--- src/hw/buck_fault_pkg.sv ---
// Shared constants for the two-channel buck fault supervisor.
package buck_fault_pkg;
	// Number of regulator channels
	localparam int unsigned CHANNELS = 2;
	// Clock period of the internal oscillator domain
	localparam int unsigned CLK_PERIOD_PS = 5000;
	// Deglitch and fault timer intervals, in their printed units
	localparam int unsigned OC_TIME_NS = 53000;
	localparam int unsigned UV_TIME_NS = 27000;
	localparam int unsigned OV_TIME_PS = 1500000;
	// Nominal switching frequency of each channel
	localparam int unsigned SW_FREQ_KHZ = 300;
	// Counter width, wide enough for the longest timer
	localparam int unsigned CNT_W = 14;
	// Cycle counts derived from the times (all three divide exactly)
	localparam logic [CNT_W-1:0] OC_CYCLES = CNT_W'(OC_TIME_NS * 1000 / CLK_PERIOD_PS);
	localparam logic [CNT_W-1:0] UV_CYCLES = CNT_W'(UV_TIME_NS * 1000 / CLK_PERIOD_PS);
	localparam logic [CNT_W-1:0] OV_CYCLES = CNT_W'(OV_TIME_PS / CLK_PERIOD_PS);
	// One switching period in oscillator cycles, and its half for interleave
	localparam logic [CNT_W-1:0] SW_PERIOD_CYCLES = CNT_W'(64'd1000000000 / (SW_FREQ_KHZ * CLK_PERIOD_PS));
	localparam logic [CNT_W-1:0] SW_HALF_CYCLES = CNT_W'(SW_PERIOD_CYCLES / 2);
	// Reset values
	localparam logic [CNT_W-1:0] CNT_RESET = 14'h0000;
	localparam logic [1:0] DRIVE_RESET = 2'h0;
endpackage

--- src/hw/buck_fault_protection_logic.sv ---
// Fault supervision and gate-drive gating for both buck channels.
`timescale 1ns/10ps
`default_nettype none
module buck_fault_protection_logic
	import buck_fault_pkg::*;
#(
	// Long timers, shortened in simulation if wanted
	parameter logic [buck_fault_pkg::CNT_W-1:0] OC_FAULT_CYCLES = buck_fault_pkg::OC_CYCLES,
	parameter logic [buck_fault_pkg::CNT_W-1:0] UV_FAULT_CYCLES = buck_fault_pkg::UV_CYCLES
)
(
	input wire logic i_clk,
	input wire logic i_nrst,
	// Power-stage input supply above its start level
	input wire logic i_vin_ok,
	// Controller supply above its start level
	input wire logic i_vcc_ok,
	// Die over-temperature comparator, with its own release hysteresis
	input wire logic i_over_temp,
	// Per-channel enable
	input wire logic [1:0] i_en,
	// Per-channel comparator outputs
	input wire logic [1:0] i_overcurrent,
	input wire logic [1:0] i_overvoltage,
	input wire logic [1:0] i_undervoltage,
	// Drive requests from the PWM control blocks
	input wire logic [1:0] i_pwm_hs,
	input wire logic [1:0] i_pwm_ls,
	// Gated drive enables to the gate drivers
	output logic [1:0] o_hs_drive,
	output logic [1:0] o_ls_drive,
	// Interleaved switching clocks to the PWM blocks
	output logic [1:0] o_sw_clk,
	// Fault and status indications
	output logic [1:0] o_overcurrent_guard,
	output logic [1:0] o_overvoltage_guard,
	output logic [1:0] o_output_low_guard,
	output logic o_thermal_fault,
	output logic o_supply_lockout
);
	// Whole module state
	typedef struct packed
	{
		logic [1:0] hs;
		logic [1:0] ls;
		logic [1:0] oc_lat;
		logic [1:0] ov_lat;
		logic [1:0] uv_lat;
		logic [1:0] cut;
		logic [1:0] en_d;
		logic ot_lat;
		logic vcc_d;
		logic lockout;
	} prot_state_s;

	prot_state_s st_reg;
	prot_state_s st_next;

	// Both supplies up and no thermal fault
	logic run_ok;
	// Channel enabled and allowed to run
	logic [1:0] active;
	// Controller supply came back this cycle
	logic vcc_rise;
	// Any enable re-applied this cycle
	logic en_rise;
	// Per-channel latch clear request
	logic [1:0] clr;
	// Counter activity and expiry per channel
	logic [1:0] oc_act;
	logic [1:0] ov_act;
	logic [1:0] uv_act;
	logic [1:0] oc_exp;
	logic [1:0] ov_exp;
	logic [1:0] uv_exp;
	logic [CNT_W-1:0] oc_count [1:0];
	logic [CNT_W-1:0] ov_count [1:0];
	logic [CNT_W-1:0] uv_count [1:0];
	// Start-of-cycle pulses from the divider
	logic [1:0] cycle_start;

	// Order of arrival of the two supplies does not matter, only both levels
	assign run_ok = i_vin_ok && i_vcc_ok && !st_reg.ot_lat;
	assign active = {2{run_ok}} & i_en;
	// A counter whose own fault is latched stops timing; undervoltage timing is
	// suppressed while an overvoltage latch stands
	assign oc_act = active & i_overcurrent & ~st_reg.oc_lat;
	assign ov_act = active & i_overvoltage & ~st_reg.ov_lat;
	assign uv_act = active & i_undervoltage & ~st_reg.ov_lat & ~st_reg.uv_lat;

	// Switching clocks come from the same oscillator as all fault timing
	switch_clock_divider u_divider
	(
		.i_clk(i_clk),
		.i_nrst(i_nrst),
		.o_sw_clk(o_sw_clk),
		.o_cycle_start(cycle_start)
	);

	// Three persistence counters per channel, with per-channel assertions
	generate
		for (genvar c = 0; c < CHANNELS; c++)
		begin : g_chan
			fault_deglitch #(.LIMIT(OC_FAULT_CYCLES)) u_oc
			(
				.i_clk(i_clk),
				.i_nrst(i_nrst),
				.i_active(oc_act[c]),
				.o_count(oc_count[c]),
				.o_expired(oc_exp[c])
			);
			fault_deglitch #(.LIMIT(OV_CYCLES)) u_ov
			(
				.i_clk(i_clk),
				.i_nrst(i_nrst),
				.i_active(ov_act[c]),
				.o_count(ov_count[c]),
				.o_expired(ov_exp[c])
			);
			fault_deglitch #(.LIMIT(UV_FAULT_CYCLES)) u_uv
			(
				.i_clk(i_clk),
				.i_nrst(i_nrst),
				.i_active(uv_act[c]),
				.o_count(uv_count[c]),
				.o_expired(uv_exp[c])
			);

			// Overcurrent blanks the high side in the next cycle
			property p_oc_cut;
				@(posedge i_clk) disable iff (!i_nrst)
				i_overcurrent[c] |=> !o_hs_drive[c];
			endproperty
			a_oc_cut: assert property (p_oc_cut) else $error("high side on after overcurrent");

			// Overcurrent latch only after the full timer ran
			property p_oc_latch;
				@(posedge i_clk) disable iff (!i_nrst)
				$rose(st_reg.oc_lat[c]) |-> ($past(oc_count[c]) == OC_FAULT_CYCLES - 14'h0001);
			endproperty
			a_oc_latch: assert property (p_oc_latch) else $error("overcurrent latched early");

			// Overvoltage latch only after the full deglitch interval
			property p_ov_latch;
				@(posedge i_clk) disable iff (!i_nrst)
				$rose(st_reg.ov_lat[c]) |-> ($past(ov_count[c]) == OV_CYCLES - 14'h0001 && $past(i_overvoltage[c]));
			endproperty
			a_ov_latch: assert property (p_ov_latch) else $error("overvoltage latched early");

			// Latched overvoltage: high side off, low side tracks comparator
			property p_ov_drive;
				@(posedge i_clk) disable iff (!i_nrst)
				(st_reg.ov_lat[c] && run_ok && i_en[c]) |=> (!o_hs_drive[c] && o_ls_drive[c] == $past(i_overvoltage[c]));
			endproperty
			a_ov_drive: assert property (p_ov_drive) else $error("overvoltage drive pattern wrong");

			// No undervoltage latch appears while overvoltage is latched
			property p_uv_mask;
				@(posedge i_clk) disable iff (!i_nrst)
				(st_reg.ov_lat[c] && !st_reg.uv_lat[c]) |=> !st_reg.uv_lat[c];
			endproperty
			a_uv_mask: assert property (p_uv_mask) else $error("undervoltage set under overvoltage");

			// Latched undervoltage without overvoltage turns both drives off
			property p_uv_off;
				@(posedge i_clk) disable iff (!i_nrst)
				(st_reg.uv_lat[c] && !st_reg.ov_lat[c]) |=> (!o_hs_drive[c] && !o_ls_drive[c]);
			endproperty
			a_uv_off: assert property (p_uv_off) else $error("drive on with undervoltage latched");

			// Undervoltage latch only after the full fault timer ran unmasked
			property p_uv_latch;
				@(posedge i_clk) disable iff (!i_nrst)
				$rose(st_reg.uv_lat[c]) |-> ($past(uv_count[c]) == UV_FAULT_CYCLES - 14'h0001 && $past(uv_act[c]));
			endproperty
			a_uv_latch: assert property (p_uv_latch) else $error("undervoltage latched early");

			// A latch holds while supply stays and enable is steady
			property p_latch_hold;
				@(posedge i_clk) disable iff (!i_nrst)
				(st_reg.oc_lat[c] && i_vcc_ok && i_en[c] == st_reg.en_d[c]) |=> st_reg.oc_lat[c];
			endproperty
			a_latch_hold: assert property (p_latch_hold) else $error("overcurrent latch lost");

			// Deglitch counter restarts when its indication drops
			property p_ov_restart;
				@(posedge i_clk) disable iff (!i_nrst)
				!ov_act[c] |=> (ov_count[c] == CNT_RESET);
			endproperty
			a_ov_restart: assert property (p_ov_restart) else $error("deglitch counter kept counting");
		end
	endgenerate

	// Latch, clear and drive-gating decisions for the whole block
	always_comb
	begin
		st_next = st_reg;
		vcc_rise = i_vcc_ok && !st_reg.vcc_d;
		en_rise = |(i_en & ~st_reg.en_d);
		st_next.vcc_d = i_vcc_ok;
		st_next.en_d = i_en;
		st_next.lockout = !(i_vin_ok && i_vcc_ok);
		// Thermal release needs both a re-apply event and a cooled die;
		// a re-apply while still hot is simply ignored
		st_next.ot_lat = i_over_temp || (st_reg.ot_lat && !((vcc_rise || en_rise) && !i_over_temp));
		clr = 2'h0;
		for (int c = 0; c < CHANNELS; c++)
		begin
			// Controller supply loss or either edge of the channel's own enable clears; a new event wins
			clr[c] = !i_vcc_ok || (i_en[c] != st_reg.en_d[c]);
			st_next.oc_lat[c] = (st_reg.oc_lat[c] && !clr[c]) || oc_exp[c];
			st_next.ov_lat[c] = (st_reg.ov_lat[c] && !clr[c]) || ov_exp[c];
			st_next.uv_lat[c] = (st_reg.uv_lat[c] && !clr[c]) || uv_exp[c];
			// Pulse stays cut until the channel's next switching cycle
			st_next.cut[c] = (st_reg.cut[c] && !cycle_start[c]) || i_overcurrent[c];
			if (!run_ok || !i_en[c])
			begin
				// Lockout and thermal shutdown dominate everything
				st_next.hs[c] = 1'b0;
				st_next.ls[c] = 1'b0;
			end
			else if (st_reg.ov_lat[c])
			begin
				// Discharge the output through the low side on demand
				st_next.hs[c] = 1'b0;
				st_next.ls[c] = i_overvoltage[c];
			end
			else if (st_reg.oc_lat[c] || st_reg.uv_lat[c])
			begin
				// Latched off, both switches open
				st_next.hs[c] = 1'b0;
				st_next.ls[c] = 1'b0;
			end
			else
			begin
				// Normal operation with cycle-by-cycle current limit
				st_next.hs[c] = i_pwm_hs[c] && !i_overcurrent[c] && !st_reg.cut[c];
				st_next.ls[c] = i_pwm_ls[c];
			end
		end
	end

	// State register
	always_ff @(posedge i_clk)
	begin
		if (!i_nrst)
		begin
			st_reg <= '{hs: DRIVE_RESET, ls: DRIVE_RESET, oc_lat: 2'h0, ov_lat: 2'h0, uv_lat: 2'h0,
				cut: 2'h0, en_d: 2'h0, ot_lat: 1'b0, vcc_d: 1'b0, lockout: 1'b1};
		end
		else
		begin
			st_reg <= st_next;
		end
	end

	// Outputs straight from flip-flops
	assign o_hs_drive = st_reg.hs;
	assign o_ls_drive = st_reg.ls;
	assign o_overcurrent_guard = st_reg.oc_lat;
	assign o_overvoltage_guard = st_reg.ov_lat;
	assign o_output_low_guard = st_reg.uv_lat;
	assign o_thermal_fault = st_reg.ot_lat;
	assign o_supply_lockout = st_reg.lockout;

	// Lockout or thermal fault turns all drives off next cycle
	property p_lockout_off;
		@(posedge i_clk) disable iff (!i_nrst)
		(!i_vin_ok || !i_vcc_ok || st_reg.ot_lat) |=> (o_hs_drive == 2'h0 && o_ls_drive == 2'h0);
	endproperty
	a_lockout_off: assert property (p_lockout_off) else $error("drive on during lockout");

	// Lockout flag follows both supplies
	property p_supply_start;
		@(posedge i_clk) disable iff (!i_nrst)
		(i_vin_ok && i_vcc_ok) |=> !o_supply_lockout;
	endproperty
	a_supply_start: assert property (p_supply_start) else $error("lockout with both supplies up");

	// Thermal fault sets at once and holds while hot
	property p_thermal;
		@(posedge i_clk) disable iff (!i_nrst)
		i_over_temp |=> o_thermal_fault [*1] ##0 (i_over_temp || o_thermal_fault);
	endproperty
	a_thermal: assert property (p_thermal) else $error("thermal fault not held");

	// Thermal release only after a re-apply event with cool die
	property p_thermal_release;
		@(posedge i_clk) disable iff (!i_nrst)
		$fell(st_reg.ot_lat) |-> ($past(!i_over_temp) && ($past(vcc_rise) || $past(en_rise)));
	endproperty
	a_thermal_release: assert property (p_thermal_release) else $error("thermal fault released early");

	// At a channel 0 start pulse, channel 1 is not starting and only clock 0 is high
	property p_interleave;
		@(posedge i_clk) disable iff (!i_nrst)
		cycle_start[0] |-> (!cycle_start[1] && o_sw_clk == 2'h1);
	endproperty
	a_interleave: assert property (p_interleave) else $error("switching clocks not interleaved");
endmodule
`default_nettype wire

--- src/hw/fault_deglitch.sv ---
// Persistence counter that expires after a run of active cycles.
`timescale 1ns/10ps
`default_nettype none
module fault_deglitch
	import buck_fault_pkg::*;
#(
	parameter logic [buck_fault_pkg::CNT_W-1:0] LIMIT = 14'h0001
)
(
	input wire logic i_clk,
	input wire logic i_nrst,
	input wire logic i_active,
	output logic [buck_fault_pkg::CNT_W-1:0] o_count,
	output logic o_expired
);
	// Whole module state
	typedef struct packed
	{
		logic [CNT_W-1:0] count;
	} deglitch_state_s;

	deglitch_state_s st_reg;
	deglitch_state_s st_next;

	// Expiry is combinational so the latch sets on the last active cycle
	assign o_expired = i_active && (st_reg.count == LIMIT - 14'h0001);
	assign o_count = st_reg.count;

	// Count while active, hold at the end, restart on any drop
	always_comb
	begin
		st_next = st_reg;
		if (!i_active)
		begin
			st_next.count = CNT_RESET;
		end
		else if (st_reg.count != LIMIT - 14'h0001)
		begin
			st_next.count = st_reg.count + 14'h0001;
		end
	end

	// State register
	always_ff @(posedge i_clk)
	begin
		if (!i_nrst)
			st_reg <= '{count: CNT_RESET};
		else
			st_reg <= st_next;
	end
endmodule
`default_nettype wire

--- src/hw/switch_clock_divider.sv ---
// Divider producing two interleaved switching clocks from the oscillator.
`timescale 1ns/10ps
`default_nettype none
module switch_clock_divider
	import buck_fault_pkg::*;
(
	input wire logic i_clk,
	input wire logic i_nrst,
	output logic [1:0] o_sw_clk,
	output logic [1:0] o_cycle_start
);
	// Whole module state
	typedef struct packed
	{
		logic [CNT_W-1:0] count;
		logic [1:0] sw_clk;
		logic [1:0] start;
	} divider_state_s;

	divider_state_s st_reg;
	divider_state_s st_next;

	assign o_sw_clk = st_reg.sw_clk;
	assign o_cycle_start = st_reg.start;

	// Channel 1 starts half a period after channel 0 for 180 degree interleave
	always_comb
	begin
		st_next = st_reg;
		if (st_reg.count == SW_PERIOD_CYCLES - 14'h0001)
			st_next.count = CNT_RESET;
		else
			st_next.count = st_reg.count + 14'h0001;
		st_next.start[0] = (st_next.count == CNT_RESET);
		st_next.start[1] = (st_next.count == SW_HALF_CYCLES);
		st_next.sw_clk[0] = (st_next.count < SW_HALF_CYCLES);
		st_next.sw_clk[1] = !(st_next.count < SW_HALF_CYCLES);
	end

	// State register
	always_ff @(posedge i_clk)
	begin
		if (!i_nrst)
			st_reg <= '{count: CNT_RESET, sw_clk: 2'h0, start: 2'h0};
		else
			st_reg <= st_next;
	end
endmodule
`default_nettype wire

--- config.mk ---
export PLATFORM = sky130hd
export DESIGN_NAME = buck_fault_protection_logic
export DESIGN_NICKNAME = d
export VERILOG_FILES = /design/src/hw/buck_fault_pkg.sv /design/src/hw/buck_fault_protection_logic.sv /design/src/hw/fault_deglitch.sv /design/src/hw/switch_clock_divider.sv
export SDC_FILE = /design/constraint.sdc
export NUM_CORES = 1
export LEC_CHECK = 0
export BUFFER_PORTS_ARGS = -buffer_cell sky130_fd_sc_hd__clkbuf_2
export CAP_MARGIN = 30
export CORE_ASPECT_RATIO = 1.25
export CORE_MARGIN = 5
export CORE_UTILIZATION = 55
export DETAILED_ROUTE_END_ITERATION = 6
export PLACE_DENSITY = 0.78
export SLEW_MARGIN = 0
export SYNTH_ARGS = -nofsm -noshare
export SYNTH_HDL_FRONTEND = slang
export SYNTH_SLANG_ARGS = --single-unit
--- constraint.sdc ---
create_clock -name i_clk -period 2.4 [get_ports i_clk]
set_input_delay 0.48 -clock i_clk [delete_from_list [all_inputs] [get_ports i_clk]]
set_output_delay 0.48 -clock i_clk [all_outputs]
set_load 0.01 [all_outputs]
==> flow_metrics.tcl, run 1 <==
set metrics [dict create \
    fin_setup_tns_ns 0 \
    maxCapViolCount 0 \
    wl_per_cell_um 14.2 \
    clock_latency_ns 0.41 \
    cts_tree "yes" \
    place_congestion 0.931 \
    clock.fmax_mhz 431 \
    chipWidth_um 98.3 \
    root_buffer "clkbuf_16" \
    wl_um 11300 \
    postLayoutSetupSlackWorst_ns 0.0801 \
    start_util 0.561 \
    yosys.cell_types.count 47 \
    use_met3 0.0560 \
    grt_pass1_vias 4206 \
    outcome "finished clean" \
    synth_edf_count 0 \
    track_usage 0.199 \
    grt_antenna_before_repair 0 \
    reg2reg_slack_ns 0.08 \
    finalHoldViolCount 0 \
    setup_viol 0 \
    min_period_ns 2.32 \
    diodes 0 \
    num_rows 40 \
    synth_area_um2 5360 \
    cellPowerDensity_nw_per_um2 768 \
    vias 4332 \
    synth_area_per_cell_um2 8.66 \
    top_usage_layer "met2" \
    area_growth_pct 16.4 \
    max_stage_delay_ns 0.44 \
    slowest_stage "or4b_1" \
    layout.nets 680 \
    hold_slack_ns 0.281 \
    drcViolationCount 0 \
    path_max_fanout 6 \
    cts.sinks 119 \
    fin_worst_skew_ns 0.00502 \
    postLayoutCoreUtil 0.653 \
    grt_pass1_wl_um 19100 \
    cp_data_required_time_ns 2.70 \
    drtIter0Drc 220 \
    io_pins 31 \
    hold_path.class "input pin to register" \
    path_class "register to register" \
    die_height_um 120 \
    drv_slew 0 \
    grt_max_degree 17 \
    grt_overflow_total 0 \
    cts_made_buffers 17 \
    synth-seq-cells 119 \
    vdd_drop_max_mv 0.478 \
    place_worst_setup_slack_ns 0.138 \
    dieArea_um2 11800 \
    worst_slew_pin_slew_ns 0.631 \
    seq_area_frac_synth 0.445 \
    use_met1 0.221 \
    fill_cells 796 \
    use_met2 0.351 \
    synth_ff_type "dfxtp_1" \
    yosys_warnings 0 \
    start_kind "register" \
    end_kind "register" \
    core-area_um2 9560 \
    path_buf_inv 3 \
    final.period_utilization 0.967 \
    async_reset_ff_frac 0 \
    io_buffer_count 30 \
    cts-htree-levels 4 \
    timing.slew.headroom 0.576 \
    clk_pin_slew_ns 0.05 \
    cpLargestDelayFamily "simple AND/OR/NAND/NOR gates" \
    worstPathArrival_ns 2.62 \
    postCtsHoldBufs 0 \
    drive_gt1_frac 0.125 \
    clock_path_buffers 2 \
    synthCells 619 \
    hpwl_um 7820 \
    path_cells "buf_4 > inv_1 > ha_1 > or4b_1 > nor4_1 > nand2_1 > buf_4 > nand2_1 > nand3b_1 > o21a_1" \
    synthesis.nets 646 \
    vias_per_cell 5.48 \
    detail-route-antenna-nets 0 \
    power.total_mw 4.79 \
    power_leakage_nw 2.30 \
    first_pass_iters 6 \
]
==> cells in the final DEF (no fill, tap or decap), types with 4 or more instances in the layout <==
cell type,n
nor2_1,120
dfxtp_1,118
nand2_1,63
xor2_1,53
nand3_1,35
xnor2_1,32
clkbuf_2,30
and3_1,20
clkbuf_16,17
a21oi_1,13
nor3_1,13
buf_4,12
nand4_1,11
o21ai_0,11
inv_1,10
nor4b_1,9
ha_1,9
nand4b_1,8
and2_1,7
mux2i_1,7
or3_1,6
nor4_1,6
bufinv_16,4
clkbuf_8,4
==> report_power, final <==
part           total, mW  switching [mW]  leakage (nW)  internal [mW]
Combinational      0.108          0.0614          1.03         0.0466
Sequential          2.00          0.0110         0.962           1.99
Clock               2.68           0.841         0.313           1.84
Total               4.79           0.913          2.30           3.88
==> final timing paths <==
path	endpoint	startpoint	cells after the start
max	u_divider.o_sw_clk[1]	u_divider.st_reg[5]	10
min	o_supply_lockout	i_vin_ok	2
max reg2reg	u_divider.o_sw_clk[1]	u_divider.st_reg[5]	10
min reg2reg	st_reg[5]	st_reg[5]	2
==> final cells by class <==
cell class | instances | area [um^2] | share of cell area
Clock buffer | 23 | 488 | 0.0782
Timing Repair Buffer | 42 | 240 | 0.0385
Inverter | 11 | 41.3 | 0.00662
Multi-Input combinational cell | 462 | 2780 | 0.446
Clock inverter | 8 | 144 | 0.0231
Sequential cell | 119 | 2380 | 0.382
Tap cell | 126 | 158 | 0.0253
==> synthesized netlist by cell type, drive strengths merged (4+ instances only) <==
cell type / n / area share
and2: 7 / 0.0082
xor2: 53 / 0.087
or2: 4 / 0.0047
nor4: 7 / 0.0093
clkbuf: 11 / 0.0077
inv: 11 / 0.0077
or4: 4 / 0.0063
mux2i: 7 / 0.013
buf: 16 / 0.021
nand4: 11 / 0.013
dfxtp: 119 / 0.44
or3: 6 / 0.0070
and3: 20 / 0.023
nor2: 120 / 0.084
nand2: 63 / 0.044
nand4b: 8 / 0.013
nor3: 13 / 0.012
o21ai: 12 / 0.011
ha: 10 / 0.023
nor4b: 9 / 0.015
nand3: 37 / 0.038
a21oi: 13 / 0.012
xnor2: 32 / 0.052
==> worst reg2reg max path: stages (launching register included) <==
cell,delay (ns)
dfxtp_1,0.32
buf_4,0.15
inv_1,0.05
ha_1,0.12
or4b_1,0.44
nor4_1,0.36
nand2_1,0.24
buf_4,0.20
nand2_1,0.05
nand3b_1,0.09
o21a_1,0.20
==> per-layer routing <==
layer  part of all wire  routed length [um]
met5                  0                   0
met1               0.41                4660
met2               0.51                5780
met4              0.025                 285
met3              0.047                 530
==> cells by family (layout without fill, tap and decap cells) <==
| kind of cell | Yosys count | count (layout) | synth area share |
|---|---|---|---|
| simple gates | 326 | 326 | 0.304 |
| mux | 9 | 9 | 0.0180 |
| xor+xnor | 85 | 85 | 0.139 |
| compound gates | 32 | 32 | 0.0350 |
| buf+inv | 38 | 84 | 0.0364 |
| fa+ha+maj | 10 | 10 | 0.0233 |
| flops | 119 | 119 | 0.445 |
==> through the flow <==
step | area [um^2] | cells
floorplan | 5360 | 619
global placement | 5590 | 758
detailed placement | 5590 | 758
CTS | 6220 | 789
global route | 6240 | 791
finish | 6240 | 791
==> timing repair <==
| action | CTS | global route |
|---|---|---|
| gates resized for setup | 0 | 1 |
| endpoints found under the setup margin | 0 | 1 |
| buffers inserted | 0 | 2 |
No activity file was read; power rests on OpenSTA's default activity.
==> inputs of run 2 (changes only) <==
Settings changed: GPL_TIMING_DRIVEN set to 0.
==> run 2 against run 1 <==
  * Register-to-register slack got worse by 0.04 ns
  * Routed wire length increased by 1.2%
  * Clock skew increased by 0.00079 ns
  * Cell area increased by 3.2%
  * Critical path type unchanged
  * Critical endpoint is now u_divider.o_cycle_start[1]
  * Largest cell class unchanged
==> flow_metrics.tcl, run 2 (synthesis results as in run 1) <==
set metrics [dict create \
    layout.nets 705 \
    min_period_ns 2.36 \
    clock_latency_ns 0.41 \
    drive_gt1_frac 0.151 \
    hold_slack_ns 0.284 \
    cts_made_buffers 17 \
    fin_worst_skew_ns 0.00581 \
    vias_per_cell 5.47 \
    path_class "register to register" \
    first_pass_iters 7 \
    num_rows 40 \
    grt_pass1_vias 4357 \
    grt_overflow_total 0 \
    vias 4464 \
    cpLargestDelayFamily "simple AND/OR/NAND/NOR gates" \
    grt_max_degree 17 \
    fin_setup_tns_ns 0 \
    drcViolationCount 0 \
    power_leakage_nw 2.40 \
    path_cells "ha_4 > buf_6 > nand3_4 > or4_4 > mux2_4 > o41ai_2 > nand4_1 > nor4_2" \
    slowest_stage "or4_4" \
    path_buf_inv 1 \
    wl_um 11400 \
    final.period_utilization 0.981 \
    root_buffer "clkbuf_16" \
    detail-route-antenna-nets 0 \
    die_height_um 120 \
    vdd_drop_max_mv 0.458 \
    clock_path_buffers 2 \
    cp_data_required_time_ns 2.72 \
    track_usage 0.198 \
    wl_per_cell_um 14.0 \
    path_max_fanout 3 \
    grt_pass1_wl_um 19200 \
    setup_viol 0 \
    cellPowerDensity_nw_per_um2 752 \
    hpwl_um 7670 \
    place_worst_setup_slack_ns -0.156 \
    layout_commonest_cell "nor2_1" \
    mostFrequentLayoutCells "nor2_1 (120), dfxtp_1 (116), nand2_1 (62)" \
    fill_cells 745 \
    place_congestion 0.828 \
    finalHoldViolCount 0 \
    start_util 0.561 \
    cts-htree-levels 4 \
    start_kind "register" \
    rsz0062_at_grt "yes" \
    diodes 0 \
    chipWidth_um 98.3 \
    max_stage_delay_ns 0.50 \
    grt_antenna_before_repair 0 \
    outcome "finished clean" \
    core-area_um2 9560 \
    io_buffer_count 30 \
    postLayoutSetupSlackWorst_ns 0.0450 \
    maxCapViolCount 0 \
    drtIter0Drc 206 \
    hold_path.class "input pin to register" \
    area_growth_pct 20.1 \
    worst_slew_pin_slew_ns 0.509 \
    io_pins 31 \
    cts_tree "yes" \
    worstPathArrival_ns 2.68 \
    clk_pin_slew_ns 0.05 \
    dieArea_um2 11800 \
    drv_slew 0 \
    clock.fmax_mhz 425 \
    end_kind "register" \
    timing.slew.headroom 0.658 \
    cts.sinks 119 \
    postCtsHoldBufs 0 \
]
## run 2: cell types whose count changed in the layout (fill, tap and decap cells not counted), moves of 2 or more
cell,previous run,this run
buf_2,0,2
buf_4,12,23
clkbuf_1,2,12
dfxtp_1,118,116
dfxtp_4,0,2
## run 2: routing by layer
metal	GRT usage	share of wire	vias up
li1	-	-	2204
met4	0.0837	0.027	0
met3	0.0600	0.044	27
met2	0.351	0.51	111
met1	0.218	0.41	2122
met5	0	0	-
## run 2: what timing repair did
| item | 4_1_cts | 5_1_grt |
|---|---|---|
| pin swaps | 2 | 3 |
| gates cloned | 0 | 0 |
| gates resized for setup | 4 | 9 |
| setup buffers | 2 | 8 |
| endpoints found under the setup margin | 2 | 6 |
## run 2: path summary, 6_finish.rpt
check,startpoint,end,slack [ns],cells after the start
hold reg to reg,u_divider.o_cycle_start[0],st_reg[5],0.50,3
setup reg to reg,u_divider.st_reg[5],u_divider.o_cycle_start[1],0.04,8
hold / removal,i_over_temp,o_thermal_fault,0.28,3
setup / recovery,u_divider.st_reg[5],u_divider.o_cycle_start[1],0.04,8
## run 2: power by group
group          internal, mW  switching [mW]
Sequential             1.99         0.00995
Clock                  1.86           0.854
Combinational        0.0531          0.0699
Total                  3.91           0.934
## run 2: final cells by class
type	count	area, um^2	share of cell area
clock buffers	23	498	0.0774
flip-flops and latches	119	2390	0.371
plain buffers	27	160	0.0249
repair buffers	40	225	0.0350
well taps	126	158	0.0245
clock inverters	8	143	0.0222
inverters	11	41.3	0.00641
multi-input cells	462	2820	0.438
## run 2: tightest hold or removal path, cell delays in order
cell and delay, ns:
clkbuf_2 0.08, a21oi_1 0.03, nor2_1 0.07
## run 2: stage by stage
stage	cells	instance area (um^2)	total power [mW]	util
floorplan	619	5360	2.11	-
global placement	775	5670	2.15	0.593
detailed placement	775	5670	2.15	0.593
CTS	808	6330	4.86	0.662
global route	816	6440	5.00	0.673
finish	816	6440	4.84	0.673
